`config.mk`:
```
export PLATFORM = sky130hd
export DESIGN_NAME = cps_port_select
export DESIGN_NICKNAME = d
export VERILOG_FILES = /design/src/logic/cps_pkg.sv /design/src/logic/cps_port_select.sv
export SDC_FILE = /design/constraint.sdc
export NUM_CORES = 1
export LEC_CHECK = 0
export ABC_AREA = 1
export BUFFER_PORTS_ARGS = -buffer_cell sky130_fd_sc_hd__buf_2
export CAP_MARGIN = 10
export CORE_UTILIZATION = 42
export DETAILED_ROUTE_END_ITERATION = 10
export PLACE_DENSITY = 0.61
export SYNTH_ARGS = -nofsm -noshare
export SYNTH_HDL_FRONTEND = slang
export SYNTH_SLANG_ARGS = --single-unit
```
`constraint.sdc`:
```
create_clock -name clk_in -period 2.08 [get_ports clk_in]
set_input_delay 0.104 -clock clk_in [delete_from_list [all_inputs] [get_ports clk_in]]
set_output_delay 0.104 -clock clk_in [all_outputs]
set_load 0.01 [all_outputs]
```
`src/logic/cps_pkg.sv`:
```
// Constants for the communication port selector.
// Assumes a 200 MHz system clock and an Avalon-MM register slave.
`default_nettype none
package cps_pkg;
   localparam int        CLK_HZ          = 200000000;
   localparam int        FLASH_MS        = 250;
   localparam int        FLASH_CYC       = (CLK_HZ / 1000) * FLASH_MS;
   localparam int        NET_HOLD_MS     = 50;
   localparam int        NET_HOLD_CYC    = (CLK_HZ / 1000) * NET_HOLD_MS;
   // Register word offsets (byte address = 4 * index)
   localparam logic [3:0] REG_CTRL       = 4'h0;
   localparam logic [3:0] REG_STATUS     = 4'h1;
   localparam logic [3:0] REG_ID         = 4'h2;
   // Control field positions
   localparam int        CTRL_HV         = 0;
   localparam int        CTRL_MEAS       = 1;
   localparam int        CTRL_RUN        = 2;
   localparam int        CTRL_UPLOAD     = 3;
   // Arbitrary identification value
   localparam logic [31:0] ID_VALUE      = 32'h0000C505;
   localparam logic [31:0] DEAD_VALUE    = 32'hDEADBEEF;
   localparam logic [3:0] MODE_LAST      = 4'h9;
   localparam logic [3:0] MODE_485_FIRST = 4'h6;
   localparam logic [3:0] ADDR_LOOP_CTRL = 4'h0;
   typedef enum logic [1:0]
   {
      CPS_PROTO_BIN8  = 2'b00,
      CPS_PROTO_ASCII = 2'b01,
      CPS_PROTO_BIN9  = 2'b10,
      CPS_PROTO_NONE  = 2'b11
   } cps_proto_t;
   typedef enum logic [2:0]
   {
      CPS_BAUD_115K0 = 3'b000,
      CPS_BAUD_115K2 = 3'b001,
      CPS_BAUD_57K6  = 3'b010,
      CPS_BAUD_19K2  = 3'b011,
      CPS_BAUD_10M   = 3'b100
   } cps_baud_t;
endpackage
`default_nettype wire

```
`src/logic/cps_port_select.sv`:
```
// Communication port selector: plug sense, mode and address decode, LEDs.
// Assumes switch and plug-sense pins are asynchronous and Avalon-MM master on clk_in.
//
// Functional notes
// - Plug sensed: wired transceiver on, mode switch used
// - No plug: fiber-optic channel active
// - Exactly one interface active at once
// - Modes 0-2: binary RS-232 115/57.6/19.2
// - Modes 3-5: ASCII RS-232 115.2/57.6/19.2
// - Modes 6-7: binary RS-485 115/57.6
// - Modes 8-9: ASCII RS-485 115.2/57.6
// - RS-485 only with plug and modes 6-9
// - Address switch gives address; zero reserved
// - Supply LED follows supply enable
// - Wired LED while wired port active
// - Optical LED while fiber port active
// - Activity LED while measuring
// - Network LED on valid active traffic
// - Health LED steady running, flashing upload
// - Fiber channel uses nine-bit binary protocol
//
// The implementer's own choices: register access over Avalon-MM and the placing of the registers.
`timescale 1ns/100ps
`default_nettype none
module cps_port_select
   import cps_pkg::*;
(
   input  wire logic               clk_in,
   input  wire logic               arst_n_in,
   input  wire logic               plug_sense_in,
   input  wire logic [3:0]         mode_sw_in,
   input  wire logic [3:0]         addr_sw_in,
   input  wire logic               wired_valid_in,
   input  wire logic               fiber_valid_in,
   input  wire logic [3:0]         avs_address_in,
   input  wire logic               avs_read_in,
   input  wire logic               avs_write_in,
   input  wire logic [31:0]        avs_writedata_in,
   input  wire logic [3:0]         avs_byteenable_in,
   output logic [31:0]             avs_readdata_out,
   output logic                    avs_waitrequest_out,
   output logic                    wired_en_out,
   output logic                    rs485_en_out,
   output logic                    fiber_en_out,
   output cps_pkg::cps_proto_t     proto_out,
   output cps_pkg::cps_baud_t      baud_out,
   output logic                    mode_valid_out,
   output logic [3:0]              dev_addr_out,
   output logic                    addr_valid_out,
   output logic                    flush_wired_out,
   output logic                    flush_fiber_out,
   output logic                    supply_enabled_led_out,
   output logic                    wired_led_out,
   output logic                    optical_led_out,
   output logic                    activity_led_out,
   output logic                    network_led_out,
   output logic                    health_led_out
);
   ////////////////////////////////////////////////////////////////////////
   logic [2:0]  sync1_r;
   logic [2:0]  sync2_r;
   logic [3:0]  msync1_r;
   logic [3:0]  msync2_r;
   logic [3:0]  async1_r;
   logic [3:0]  async2_r;
   logic        plug_r;
   logic [3:0]  ctrl_r;
   logic        ack_r;
   logic [31:0] flash_cnt_r;
   logic [31:0] net_cnt_r;
   logic        plug_s;
   logic        wvalid_s;
   logic        fvalid_s;
   cps_proto_t  proto_nxt;
   cps_baud_t   baud_nxt;
   logic        m485_nxt;
   logic        mvalid_nxt;
   logic        req;

   assign plug_s   = sync2_r[0];
   assign wvalid_s = sync2_r[1];
   assign fvalid_s = sync2_r[2];
   assign req      = (avs_read_in | avs_write_in) & ~ack_r;

   ////////////////////////////////////////////////////////////////////////
   // Two-flop synchronisers for pins
   always_ff @(posedge clk_in or negedge arst_n_in)
   begin
      if (!arst_n_in)
      begin
         sync1_r  <= 3'h0;
         sync2_r  <= 3'h0;
         msync1_r <= 4'h0;
         msync2_r <= 4'h0;
         async1_r <= 4'h0;
         async2_r <= 4'h0;
      end
      else
      begin
         sync1_r  <= {fiber_valid_in, wired_valid_in, plug_sense_in};
         sync2_r  <= sync1_r;
         msync1_r <= mode_sw_in;
         msync2_r <= msync1_r;
         async1_r <= addr_sw_in;
         async2_r <= async1_r;
      end
   end

   ////////////////////////////////////////////////////////////////////////
   // Mode switch decode
   always_comb
   begin
      proto_nxt  = CPS_PROTO_NONE;
      baud_nxt   = CPS_BAUD_115K0;
      m485_nxt   = 1'b0;
      mvalid_nxt = 1'b1;
      case (msync2_r)
         4'h0: begin proto_nxt = CPS_PROTO_BIN8;  baud_nxt = CPS_BAUD_115K0; end
         4'h1: begin proto_nxt = CPS_PROTO_BIN8;  baud_nxt = CPS_BAUD_57K6;  end
         4'h2: begin proto_nxt = CPS_PROTO_BIN8;  baud_nxt = CPS_BAUD_19K2;  end
         4'h3: begin proto_nxt = CPS_PROTO_ASCII; baud_nxt = CPS_BAUD_115K2; end
         4'h4: begin proto_nxt = CPS_PROTO_ASCII; baud_nxt = CPS_BAUD_57K6;  end
         4'h5: begin proto_nxt = CPS_PROTO_ASCII; baud_nxt = CPS_BAUD_19K2;  end
         4'h6: begin proto_nxt = CPS_PROTO_BIN8;  baud_nxt = CPS_BAUD_115K0; m485_nxt = 1'b1; end
         4'h7: begin proto_nxt = CPS_PROTO_BIN8;  baud_nxt = CPS_BAUD_57K6;  m485_nxt = 1'b1; end
         4'h8: begin proto_nxt = CPS_PROTO_ASCII; baud_nxt = CPS_BAUD_115K2; m485_nxt = 1'b1; end
         4'h9: begin proto_nxt = CPS_PROTO_ASCII; baud_nxt = CPS_BAUD_57K6;  m485_nxt = 1'b1; end
         default: mvalid_nxt = 1'b0;
      endcase
   end

   ////////////////////////////////////////////////////////////////////////
   // Port selection and protocol outputs
   always_ff @(posedge clk_in or negedge arst_n_in)
   begin
      if (!arst_n_in)
      begin
         plug_r         <= 1'b0;
         wired_en_out   <= 1'b0;
         rs485_en_out   <= 1'b0;
         fiber_en_out   <= 1'b1;
         proto_out      <= CPS_PROTO_BIN9;
         baud_out       <= CPS_BAUD_10M;
         mode_valid_out <= 1'b1;
      end
      else
      begin
         plug_r <= plug_s;
         wired_en_out <= plug_s;
         fiber_en_out <= ~plug_s;
         rs485_en_out <= plug_s & m485_nxt;
         if (plug_s)
         begin
            proto_out      <= proto_nxt;
            baud_out       <= baud_nxt;
            mode_valid_out <= mvalid_nxt;
         end
         else
         begin
            proto_out      <= CPS_PROTO_BIN9;
            baud_out       <= CPS_BAUD_10M;
            mode_valid_out <= 1'b1;
         end
      end
   end

   ////////////////////////////////////////////////////////////////////////
   // flush pulse on plug change
   always_ff @(posedge clk_in or negedge arst_n_in)
   begin
      if (!arst_n_in)
      begin
         flush_wired_out <= 1'b0;
         flush_fiber_out <= 1'b0;
      end
      else
      begin
         flush_wired_out <= plug_r & ~plug_s;
         flush_fiber_out <= ~plug_r & plug_s;
      end
   end

   ////////////////////////////////////////////////////////////////////////
   // device address decode
   always_ff @(posedge clk_in or negedge arst_n_in)
   begin
      if (!arst_n_in)
      begin
         dev_addr_out   <= 4'h0;
         addr_valid_out <= 1'b0;
      end
      else
      begin
         dev_addr_out   <= async2_r;
         addr_valid_out <= (async2_r != ADDR_LOOP_CTRL);
      end
   end

   ////////////////////////////////////////////////////////////////////////
   // Avalon-MM slave, one wait cycle per access
   always_ff @(posedge clk_in or negedge arst_n_in)
   begin
      if (!arst_n_in)
      begin
         ack_r               <= 1'b0;
         avs_waitrequest_out <= 1'b1;
         avs_readdata_out    <= 32'h00000000;
         ctrl_r              <= 4'h0;
      end
      else
      begin
         ack_r               <= req;
         avs_waitrequest_out <= ~req;
         if (avs_write_in && !avs_waitrequest_out && avs_address_in == REG_CTRL && avs_byteenable_in[0])
         begin
            ctrl_r <= avs_writedata_in[3:0];
         end
         if (req && avs_read_in)
         begin
            if (avs_address_in == REG_CTRL)
            begin
               avs_readdata_out <= {28'h0000000, ctrl_r};
            end
            else if (avs_address_in == REG_STATUS)
            begin
               avs_readdata_out <= {16'h0000, async2_r, msync2_r, 2'h0, proto_out,
                                    plug_s, rs485_en_out, fiber_en_out, wired_en_out};
            end
            else if (avs_address_in == REG_ID)
            begin
               avs_readdata_out <= ID_VALUE;
            end
            else
            begin
               avs_readdata_out <= DEAD_VALUE;
            end
         end
      end
   end

   ////////////////////////////////////////////////////////////////////////
   // Health flash and network hold timers
   always_ff @(posedge clk_in or negedge arst_n_in)
   begin
      if (!arst_n_in)
      begin
         flash_cnt_r <= 32'h00000000;
         net_cnt_r   <= 32'h00000000;
      end
      else
      begin
         flash_cnt_r <= (flash_cnt_r >= 32'(FLASH_CYC - 1)) ? 32'h00000000 : flash_cnt_r + 32'h00000001;
         if ((plug_s && wvalid_s) || (!plug_s && fvalid_s))
         begin
            net_cnt_r <= 32'(NET_HOLD_CYC);
         end
         else if (net_cnt_r != 32'h00000000)
         begin
            net_cnt_r <= net_cnt_r - 32'h00000001;
         end
      end
   end

   ////////////////////////////////////////////////////////////////////////
   // Indicator LEDs
   always_ff @(posedge clk_in or negedge arst_n_in)
   begin
      if (!arst_n_in)
      begin
         supply_enabled_led_out <= 1'b0;
         wired_led_out          <= 1'b0;
         optical_led_out        <= 1'b1; // Fiber is active in reset
         activity_led_out       <= 1'b0;
         network_led_out        <= 1'b0;
         health_led_out         <= 1'b0;
      end
      else
      begin
         supply_enabled_led_out <= ctrl_r[CTRL_HV];
         wired_led_out          <= plug_s;
         optical_led_out        <= ~plug_s;
         activity_led_out       <= ctrl_r[CTRL_MEAS];
         network_led_out        <= (net_cnt_r != 32'h00000000);
         if (ctrl_r[CTRL_UPLOAD])
         begin
            if (flash_cnt_r == 32'h00000000)
            begin
               health_led_out <= ~health_led_out;
            end
         end
         else
         begin
            health_led_out <= ctrl_r[CTRL_RUN];
         end
      end
   end

   ////////////////////////////////////////////////////////////////////////
   // Checks
   // exactly one port
   property p_one_port;
      @(posedge clk_in) disable iff (!arst_n_in) wired_en_out != fiber_en_out;
   endproperty
   a_one_port: assert property (p_one_port) else $error("both or no ports active");
   // plug selects wired on the next cycle
   property p_plug_wired;
      @(posedge clk_in) disable iff (!arst_n_in) plug_s |=> wired_en_out;
   endproperty
   a_plug_wired: assert property (p_plug_wired) else $error("wired not enabled");
   property p_fiber;
      @(posedge clk_in) disable iff (!arst_n_in) !plug_s |=> fiber_en_out && proto_out == CPS_PROTO_BIN9;
   endproperty
   a_fiber: assert property (p_fiber) else $error("fiber not active");
   // RS-485 needs plug and mode 6-9
   property p_485;
      @(posedge clk_in) disable iff (!arst_n_in)
         rs485_en_out |-> $past(plug_s) && $past(msync2_r) >= MODE_485_FIRST && $past(msync2_r) <= MODE_LAST;
   endproperty
   a_485: assert property (p_485) else $error("rs485 enabled wrongly");
   property p_mode2;
      @(posedge clk_in) disable iff (!arst_n_in)
         plug_s && msync2_r == 4'h2 |=> proto_out == CPS_PROTO_BIN8 && baud_out == CPS_BAUD_19K2;
   endproperty
   a_mode2: assert property (p_mode2) else $error("mode 2 decode wrong");
   // mode 8 gives ASCII 115.2 on RS-485
   property p_mode8;
      @(posedge clk_in) disable iff (!arst_n_in)
         plug_s && msync2_r == 4'h8 |=> proto_out == CPS_PROTO_ASCII && baud_out == CPS_BAUD_115K2 && rs485_en_out;
   endproperty
   a_mode8: assert property (p_mode8) else $error("mode 8 decode wrong");
   property p_addr;
      @(posedge clk_in) disable iff (!arst_n_in) addr_valid_out |-> dev_addr_out != ADDR_LOOP_CTRL;
   endproperty
   a_addr: assert property (p_addr) else $error("reserved address valid");
   property p_flush;
      @(posedge clk_in) disable iff (!arst_n_in) $fell(plug_s) |=> flush_wired_out ##1 !flush_wired_out;
   endproperty
   a_flush: assert property (p_flush) else $error("flush pulse wrong");
   property p_optled;
      @(posedge clk_in) disable iff (!arst_n_in) optical_led_out == fiber_en_out;
   endproperty
   a_optled: assert property (p_optled) else $error("optical led mismatch");

   c_plug_in:  cover property (@(posedge clk_in) disable iff (!arst_n_in) $rose(wired_en_out));
   c_plug_out: cover property (@(posedge clk_in) disable iff (!arst_n_in) $rose(fiber_en_out));
   c_rs485:    cover property (@(posedge clk_in) disable iff (!arst_n_in) $rose(rs485_en_out));
   c_flash:    cover property (@(posedge clk_in) disable iff (!arst_n_in) ctrl_r[CTRL_UPLOAD] && $changed(health_led_out));
endmodule
`default_nettype wire

```
### After elaboration in Yosys (flattened, before gate mapping)

Cells that the tools add are included.

| word-level totals | value |
|---|---|
| register bits after elaboration | 144 |
| input port bits | 55 |
| output and inout bits | 55 |
| word-level logic and storage cells | 88 |

| operators by class | value |
|---|---|
| $add $sub $neg | 2 |
| $lt $le $gt $ge | 1 |
| equal/unequal tests | 12 |
| multiplexer cells | 15 |
| bitwise operators | 10 |
| reduce and logical (&&, ||, !) cells | 22 |

Operators with widths:

| kind | number |
|---|---|
| $mux W32 | 6 |
| $add A32 B1 Y32 const B | 1 |
| $ge A32 B26 Y1 const B | 1 |
| $logic_not A32 Y1 | 1 |
| $reduce_bool A32 Y1 | 1 |
| $sub A32 B1 Y32 const B | 1 |
| $eq A4 B3 Y1 const B | 4 |
| $eq A4 B2 Y1 const B | 3 |
| $reduce_or A10 Y1 | 1 |
| $reduce_or A5 Y1 | 2 |
| $eq A4 B1 Y1 const B | 2 |
| $eq A4 B4 Y1 const B | 2 |
| $logic_not A4 Y1 | 2 |
| $reduce_or A4 Y1 | 2 |
| $logic_and A1 B1 Y1 | 6 |
| $pmux W2 S3 | 1 |
| $mux W1 | 5 |
| $not A1 Y1 | 5 |
| $and A1 B1 Y1 | 4 |
| $pmux W2 S2 | 1 |
| $reduce_bool A4 Y1 | 1 |
| $reduce_or A2 Y1 | 2 |
| $mux W3 | 1 |
| $logic_not A1 Y1 | 2 |
| other kinds (5) | 5 |

### Depth between registers and ports, before layout

Gate-level depths: netlist of run 1.

| depth | value |
|---|---|
| word-level depth | 4 |
| mapped depth | 10 |
| mapped depth without buffers | 10 |

### Worst setup path after synthesis of run 1

Ideal clock, no wire load.

| timing | value |
|---|---|
| path kind | register to register |
| from | register net_cnt_r[0] |
| to | register net_cnt_r[18] |
| library setup time | 0.115 ns |
| arrival | 1.451 ns |
| slack | 0.514 ns |
| stages on the path, launching flop included | 11 |
| period minus slack after synthesis | 1.566 ns |
| cell sequence | dfrtp_1 -> inv_1 -> ha_1 -> nand2_2 -> nor2_8 -> nand2_4 -> nor2_8 -> nand2_4 -> clkinv_4 -> buf_12 -> nor2_2 |

| between the ends | value |
|---|---|
| word-level cells in the longest chain between the ends | 3 |
| elaborated cells between the ends (all ways) | 5 |

RTL lines:

| item | line | RTL |
|---|---|---|
| start: declaration | cps_port_select.sv:70 | `logic [31:0] net_cnt_r;` |
| start signal: assignment | cps_port_select.sv:255 | `net_cnt_r <= 32'(NET_HOLD_CYC);` |
| start signal: assignment | cps_port_select.sv:259 | `net_cnt_r <= net_cnt_r - 32'h00000001;` |
| $sub A32 B1 Y32 | cps_port_select.sv:259 |  |
| $mux W32 | cps_port_select.sv:257 | `else if (net_cnt_r != 32'h00000000)` |
| $mux W32 | cps_port_select.sv:253 | `if ((plug_s && wvalid_s) \|\| (!plug_s && fvalid_s))` |

Parallel ways exist; a longest one is shown, timed or not. The select of a mux whose other input is x is not followed.
A chain may end at the register's enable or synchronous reset.

### Worst setup path in the final report of run 1

| timing | value |
|---|---|
| from | input port avs_write_in |
| to | register avs_readdata_out[5] |

| between the ends | value |
|---|---|
| word-level cells in the longest chain between the ends | 3 |

RTL lines:

| item | line | RTL |
|---|---|---|
| start: declaration | cps_port_select.sv:37 | `input wire logic avs_write_in,` |
| $or A1 B1 Y1 | cps_port_select.sv:83 | `assign req = (avs_read_in \| avs_write_in) & ~ack_r;` |
| $and A1 B1 Y1 | cps_port_select.sv:83 |  |
| via req | cps_port_select.sv:78 | `logic req;` |
| $logic_and A1 B1 Y1 | cps_port_select.sv:218 | `if (req && avs_read_in)` |
| end signal: assignment | cps_port_select.sv:222 | `avs_readdata_out <= {28'h0000000, ctrl_r};` |
| end signal: assignment | cps_port_select.sv:226 | `avs_readdata_out <= {16'h0000, async2_r, msync2_r, 2'h0, proto_out,` |
| end: declaration | cps_port_select.sv:40 | `output logic [31:0] avs_readdata_out,` |

The timed path passes the listed nets, and every way through them passes these cells.

==> qor.yml, run 1 <==
rsz0062_at_grt: "no"
area_delta_synth_final_pct: 20.0
n_antenna_cell: 0
gp_congestion: 0.915
drtAntennaViolNets: 0
vias: 4928
grt_pass1_wl_um: 22100
finalHoldViolCount: 0
drtIter0Drc: 247
p_int_mw: 4.49
synth-seq-cells: 126
cts_tree: "yes"
nets: 898
clkSinkCount: 126
status: "complete, no violations"
max_freq_mhz: 526
slew_violations: 0
wl_met3_um: 466
hold_class: "input port to flip-flop"
rrSetupSlack_ns: 0.36
drc: 0
seq_area_mm2: 0.00316
multi_input_area_mm2: 0.00247
die_h_um: 123
synth_cell_types: 38
p_seq_frac: 0.448
wl_met2_um: 6480
grt_max_degree: 58
via_per_inst: 4.78
die_w_um: 123
io_pins: 110
numCtsBuffers: 17
design.core.area_mm2: 0.0140
wl_per_cell_um: 12.6
syn_area_mm2: 0.00611
path_class: "input port to flip-flop"
portBuffers: 73
utilization: 0.522
track_usage: 0.189
h-tree-depth: 4
post-cts-setup-buffers: 0
wl_met1_um: 5910
stdcell_area_mm2: 0.00733
p_sw_frac: 0.274
max-vdd-ir-drop_mv: 0.531
path_clk_slew_ns: 0.06
top_layer_used: "met4"
seq_area_frac_synth: 0.517
finClkSkew_ns: 0.0148
power_frac_comb: 0.129
synth-async-reset-ratio: 1.00
power.density_mw_per_mm2: 845
synthFlopType: "dfrtp_1"
maxCapViolCount: 0
num_rows: 43
first_pass_iters: 4
clockPowerShare: 0.423
grt_pass1_vias: 4805
clock_latency_ns: 0.41
min_period_ns: 1.90
fill_cells: 1313
synth_edf_count: 0
place_area_mm2: 0.00661
cp_max_fo: 11
grt_overflow_total: 0
start_util: 0.435
antenna_found_initial: 0
drt-total-wl_um: 13000
crit_arrival_ns: 2.24
critPathCaptureType: "flip-flop"
clk_path_buf_depth: 2
tns_ns: 0
power_leakage_nw: 3.45
setup_violations: 0
die_area_mm2: 0.0150
holdWs_ns: 0.0587
finalCritPeriodShare: 0.914
startpoint_type: "input port"
synth_warnings: 0
syn_avg_cell_area_um2: 8.25
p_sw_mw: 1.70
dpl.hpwl_um: 9530
synthCells: 740
drive_gt1_frac: 0.189
root_buffer: "clkbuf_16"
required_ns: 2.42
==> flip-flops by register name, indices dropped and copies added (netlist names), 2 cells and up <==
| register | flops |
|---|---|
| sync1_r | 3 |
| async2_r | 4 |
| msync1_r | 4 |
| baud_out | 3 |
| async1_r | 4 |
| ctrl_r | 4 |
| net_cnt_r | 32 |
| proto_out | 2 |
| flash_cnt_r | 32 |
| dev_addr_out | 4 |
| avs_readdata_out | 15 |
| sync2_r | 3 |
| msync2_r | 4 |
==> cell usage in the layout, fill, tap and decap left out, types with 3 or more instances in the layout <==
cell type	synthesis	final
nand2_2	5	5
buf_4	20	7
nand4_1	10	10
nor2_2	27	28
clkinvlp_4	0	3
conb_1	1	11
clkbuf_16	0	17
dlygate4sd3_1	0	18
o21bai_1	7	7
xor2_1	19	19
o21ai_0	20	20
clkinv_4	1	5
ha_1	3	3
inv_1	76	76
nor3_1	16	16
nor2_1	141	140
clkinv_2	0	3
nand2_1	163	163
nand3_1	56	56
or2_0	4	4
a21oi_1	9	9
buf_2	3	72
dfstp_2	4	4
dfrtp_1	122	122
==> power by group through the flow <==
stage | sequential, mW | combinational, mW | clock [mW]
global route | 2.80 | 0.913 | 2.82
detailed placement | 2.81 | 0.782 | 0
global placement | 2.81 | 0.766 | 0
CTS | 2.77 | 0.812 | 2.70
floorplan | 2.83 | 0.500 | 0
finish | 2.77 | 0.800 | 2.62
==> synth_stat cells (all sizes together), types with 2 or more instances <==
master  instances  area share
a21oi           9      0.0074
a31oi           2      0.0020
buf            26       0.034
clkbuf          2      0.0012
dfrtp         122        0.50
dfstp           4       0.017
ha              3      0.0061
inv            79       0.049
mux2            2      0.0037
nand2         170        0.11
nand3          56       0.046
nand3b          2      0.0025
nand4          10       0.010
nor2          171        0.12
nor3           18       0.016
nor4            2      0.0020
o21ai          22       0.018
o21bai          7      0.0086
o221ai          2      0.0029
o22a            2      0.0029
or2             4      0.0041
xnor2           2      0.0029
xor2           19       0.027
==> critical path, stage by stage <==
cell and delay (ns):
dlygate4sd3_1 0.51, buf_2 0.11, nor2_1 0.03, dlygate4sd3_1 0.55, nor2_1 0.17, nand2_1 0.14
inv_4 0.13, nand2_1 0.12, nor2_2 0.20, inv_1 0.10, nand3_1 0.07
==> layer usage <==
| layer | GRT usage | vias to the layer above |
|---|---|---|
| met2 | 0.318 | 99 |
| met4 | 0.0755 | 0 |
| met5 | 0 | - |
| li1 | - | 2498 |
| met1 | 0.236 | 2323 |
| met3 | 0.0400 | 8 |
==> layout make-up <==
type | instances | area share
clock buffers | 19 | 0.0605
clock inverters | 12 | 0.0123
inverters | 80 | 0.0420
multi-input cells | 516 | 0.337
flip-flops and latches | 126 | 0.431
well taps | 180 | 0.0307
repair buffers | 99 | 0.0864
==> logic make-up (layout without fill, tap and decap cells) <==
kind of cell / Yosys count / in the layout / share of synthesized area
other: 1 / 11 / 0.000614
AOI/OAI and AO/OA: 45 / 45 / 0.0432
muxes: 2 / 2 / 0.00369
and+or+nand+nor: 434 / 434 / 0.314
adders and majority gates: 3 / 3 / 0.00615
xor gates and xnor gates: 21 / 21 / 0.0301
buffers and inverters: 108 / 210 / 0.0852
DFF: 126 / 126 / 0.517
==> timing repair <==
action                     in CTS  in global routing
resized for setup               0                  2
setup endpoints to repair       0                  6
hold buffers                   18                  0
hold endpoints to repair       79                  0
==> per-stage QoR <==
step	std cells	worst slack, ns	power [mW]
CTS	1032	0.0999	6.29
detailed placement	983	0.353	3.60
floorplan	750	0.514	3.33
finish	1032	0.180	6.19
global placement	983	0.376	3.57
global route	1032	0.0247	6.53
==> final timing paths <==
path / depth (start not counted) / start / to
max in group asynchronous: 3 / arst_n_in / net_cnt_r[1]
setup reg to reg: 7 / net_cnt_r[0] / net_cnt_r[0]
min in group asynchronous: 2 / arst_n_in / health_led_out
setup / recovery: 11 / avs_write_in / avs_readdata_out[5]
hold / removal: 4 / avs_address_in[2] / avs_readdata_out[3]
hold reg to reg: 0 / msync1_r[2] / msync2_r[2]
Power figures use the tool's default switching activity.
==> run 2: changes to the inputs <==
--- a/config.mk
+++ b/config.mk
@@ -5,12 +5,11 @@
 export SDC_FILE = /design/constraint.sdc
 export NUM_CORES = 1
 export LEC_CHECK = 0
-export ABC_AREA = 1
 export BUFFER_PORTS_ARGS = -buffer_cell sky130_fd_sc_hd__buf_2
 export CAP_MARGIN = 10
 export CORE_UTILIZATION = 42
 export DETAILED_ROUTE_END_ITERATION = 10
-export PLACE_DENSITY = 0.61
+export PLACE_DENSITY = 0.62
 export SYNTH_ARGS = -nofsm -noshare
 export SYNTH_HDL_FRONTEND = slang
 export SYNTH_SLANG_ARGS = --single-unit
==> run 2 against run 1 <==
- the flow now finishes with violations (negative setup slack)
- final area is 2.5% lower
- flip-flop and latch count stayed put
- worst hold slack worse by 0.035 ns
- total power is 7.0% higher
- via count is 15% lower
- clock power is 19% higher
- largest power group is now clock
- highest routed layer unchanged
==> qor.yml, run 2 <==
status: "complete, but fails checks"
violations: "negative setup slack"
cp_max_fo: 2  # -9
power_leakage_nw: 3.05  # -12%
first_pass_iters: 4  # unchanged
cts_tree: "yes"
root_buffer: "clkbuf_16"
synthTopCellsByArea: "dfrtp_1, nor2_1, xor2_1, xnor2_1, buf_4"
die_h_um: 117  # -5.0%
finalHoldViolCount: 0  # unchanged
crit_arrival_ns: 2.45  # +0.21 ns
multi_input_area_mm2: 0.00224  # -9.4%
clock_latency_ns: 0.41  # about the same
synth_edf_count: 0  # unchanged
path_clk_slew_ns: 0.05  # about the same
track_usage: 0.191  # +0.00232
power.density_mw_per_mm2: 928  # +9.8%
vias: 4206  # -15%
num_rows: 41  # -4.7%
clk_path_buf_depth: 2  # unchanged
slew_violations: 0  # unchanged
grt_pass1_vias: 4032  # -16%
power_frac_comb: 0.117  # -0.012
clockPowerShare: 0.470  # +0.047
path_class: "flip-flop to flip-flop"
min_period_ns: 2.11  # +0.215 ns
synth_largest_area_cell: "dfrtp_1"
syn_area_mm2: 0.00551  # -9.8%
final_cell_mix: "dfrtp_1, nor2_1, buf_2, buf_4, nand2_1"
seq_area_mm2: 0.00316  # unchanged
stdcell_area_mm2: 0.00714  # -2.5%
drtAntennaViolNets: 0  # unchanged
layout_commonest_cell: "dfrtp_1"
drc: 0  # unchanged
tns_ns: -0.0349  # -0.0349 ns
yosys.area.top_type_share: 0.554  # +0.0545
p_sw_frac: 0.239  # -0.0351
synth_cell_types: 55  # +45%
io_pins: 110  # unchanged
syn_avg_cell_area_um2: 10.6  # +28%
synth_common_cells: "dfrtp_1, nor2_1, nand2_1, a21oi_1, xor2_1"
antenna_found_initial: 0  # unchanged
seq_area_frac_synth: 0.574  # +0.0564
p_int_mw: 5.04  # +12%
power.total_mw: 6.63  # +7.0%
area_delta_synth_final_pct: 29.7
h-tree-depth: 4  # unchanged
p_seq_frac: 0.414  # -0.034
drive_gt1_frac: 0.273  # +0.0843
wl_per_cell_um: 14.1  # +12%
start_util: 0.433  # -0.00208
nets: 700  # -22%
grt_max_degree: 49  # -16%
dpl.hpwl_um: 7820  # -18%
p_sw_mw: 1.58  # -6.7%
drtIter0Drc: 227  # -8.1%
synthCells: 520  # -30%
startpoint_type: "flip-flop"
synth-async-reset-ratio: 1.00  # unchanged
drt-total-wl_um: 11700  # -10%
numCtsBuffers: 17  # unchanged
hold_class: "input port to flip-flop"
synthFlopType: "dfrtp_1"
rsz0062_at_grt: "yes"
tightest_slew_ns: 0.817
setup_violations: 1  # +1
critPathCaptureType: "flip-flop"
yosysMostFrequentCell: "dfrtp_1"
grt_overflow_total: 0  # unchanged
dp.cells: 774  # -21%
finalCritPeriodShare: 1.02  # +0.103
fin_ws_ns: -0.0349  # -0.215 ns
max_slew_margin: 0.451
required_ns: 2.42  # about the same
clkSinkCount: 126  # unchanged
synth-seq-cells: 126  # unchanged
die_w_um: 117  # -5.0%
maxCapViolCount: 0  # unchanged
n_antenna_cell: 0  # unchanged
synth_warnings: 0  # unchanged
portBuffers: 73  # unchanged
finClkSkew_ns: 0.00848  # -0.00635 ns
design.core.area_mm2: 0.0127  # -9.4%
max_freq_mhz: 473  # -10%
largestRegisters: "flash_cnt_r x32, net_cnt_r x32, avs_readdata_out x15"
max-vdd-ir-drop_mv: 0.504  # -5.1%
die_area_mm2: 0.0136  # -9.7%
grt_pass1_wl_um: 19800  # -10%
via_per_inst: 5.09  # +6.5%
gp_congestion: 0.853  # -6.8%
pre_cts_ws_ns: -0.0501  # -0.403 ns
place_area_mm2: 0.00621  # -6.0%
fill_cells: 1081  # -18%
stdcell_count: 827  # -20%
-- run 2: changes by cell type after synthesis, moves of 15 or more --
cell / change
clkbuf_1: +15
inv_1: -68
nand2_1: -131
nand3_1: -46
nor2_1: -58
nor2_2: -27
xnor2_1: +16
-- run 2: power by group through the flow --
stage	Combinational, mW	Clock (mW)	Sequential (mW)
final	0.773	3.11	2.74
after global routing	0.862	3.29	2.76
after global placement	0.712	0	2.77
after floorplan	0.387	0	2.79
after detailed placement	0.722	0	2.77
after CTS	0.751	3.16	2.73
-- run 2: what timing repair did --
action	4_1_cts	5_1_grt
setup buffers	3	2
hold buffers	16	0
gates resized for setup	1	22
endpoints found under the hold margin	54	0
setup endpoints to repair	10	27
pin swaps	2	2
-- run 2: layout make-up --
cell class	count	share of cell area
Sequential cell	126	0.442
Timing Repair Buffer	131	0.123
Clock buffer	22	0.0650
Tap cell	172	0.0301
Multi-Input combinational cell	358	0.313
Clock inverter	10	0.0226
Inverter	8	0.00420
-- run 2: critical path, stage by stage, from the launching register on --
cell and delay [ns]:
dfrtp_1 0.38, or4_4 0.53, or2_4 0.24, or4_4 0.41
or3_4 0.34, a21oi_2 0.14
-- run 2: stage by stage --
| stage | utilization | hold slack, ns |
|---|---|---|
| finish | 0.562 | 0.0241 |
| global route | 0.562 | 0.0395 |
| CTS | 0.552 | 0.00761 |
| detailed placement | 0.488 | 0.129 |
| global placement | 0.488 | 0.126 |
| floorplan | - | -0.192 |
-- run 2: kinds of logic after synthesis --
logic type / count (synthesis) / synth area share
simple gates: 221 / 0.202
compound gates: 73 / 0.0877
fa+ha+maj: 3 / 0.00682
xor+xnor: 40 / 0.0636
other cells: 1 / 0.000681
buf+inv: 46 / 0.0464
mux: 10 / 0.0193
flops: 126 / 0.574
-- run 2: worst paths after layout --
check,slack (ns),depth (start not counted),end,start
min in group asynchronous,0.23,2,avs_readdata_out[30],arst_n_in
setup / recovery,-0.03,5,net_cnt_r[31],net_cnt_r[18]
max in group asynchronous,1.17,3,baud_out[2],arst_n_in
hold reg to reg,0.35,0,sync2_r[0],sync1_r[0]
hold / removal,0.02,3,avs_waitrequest_out,avs_write_in
setup reg to reg,-0.03,5,net_cnt_r[31],net_cnt_r[18]
-- run 2: layer usage --
layer  track usage  share of wire  up-vias
met5             0              0        -
met4        0.0812          0.015        0
met3        0.0436          0.036       16
met2         0.306           0.49       98
met1         0.250           0.46     2051
li1              -              -     2041
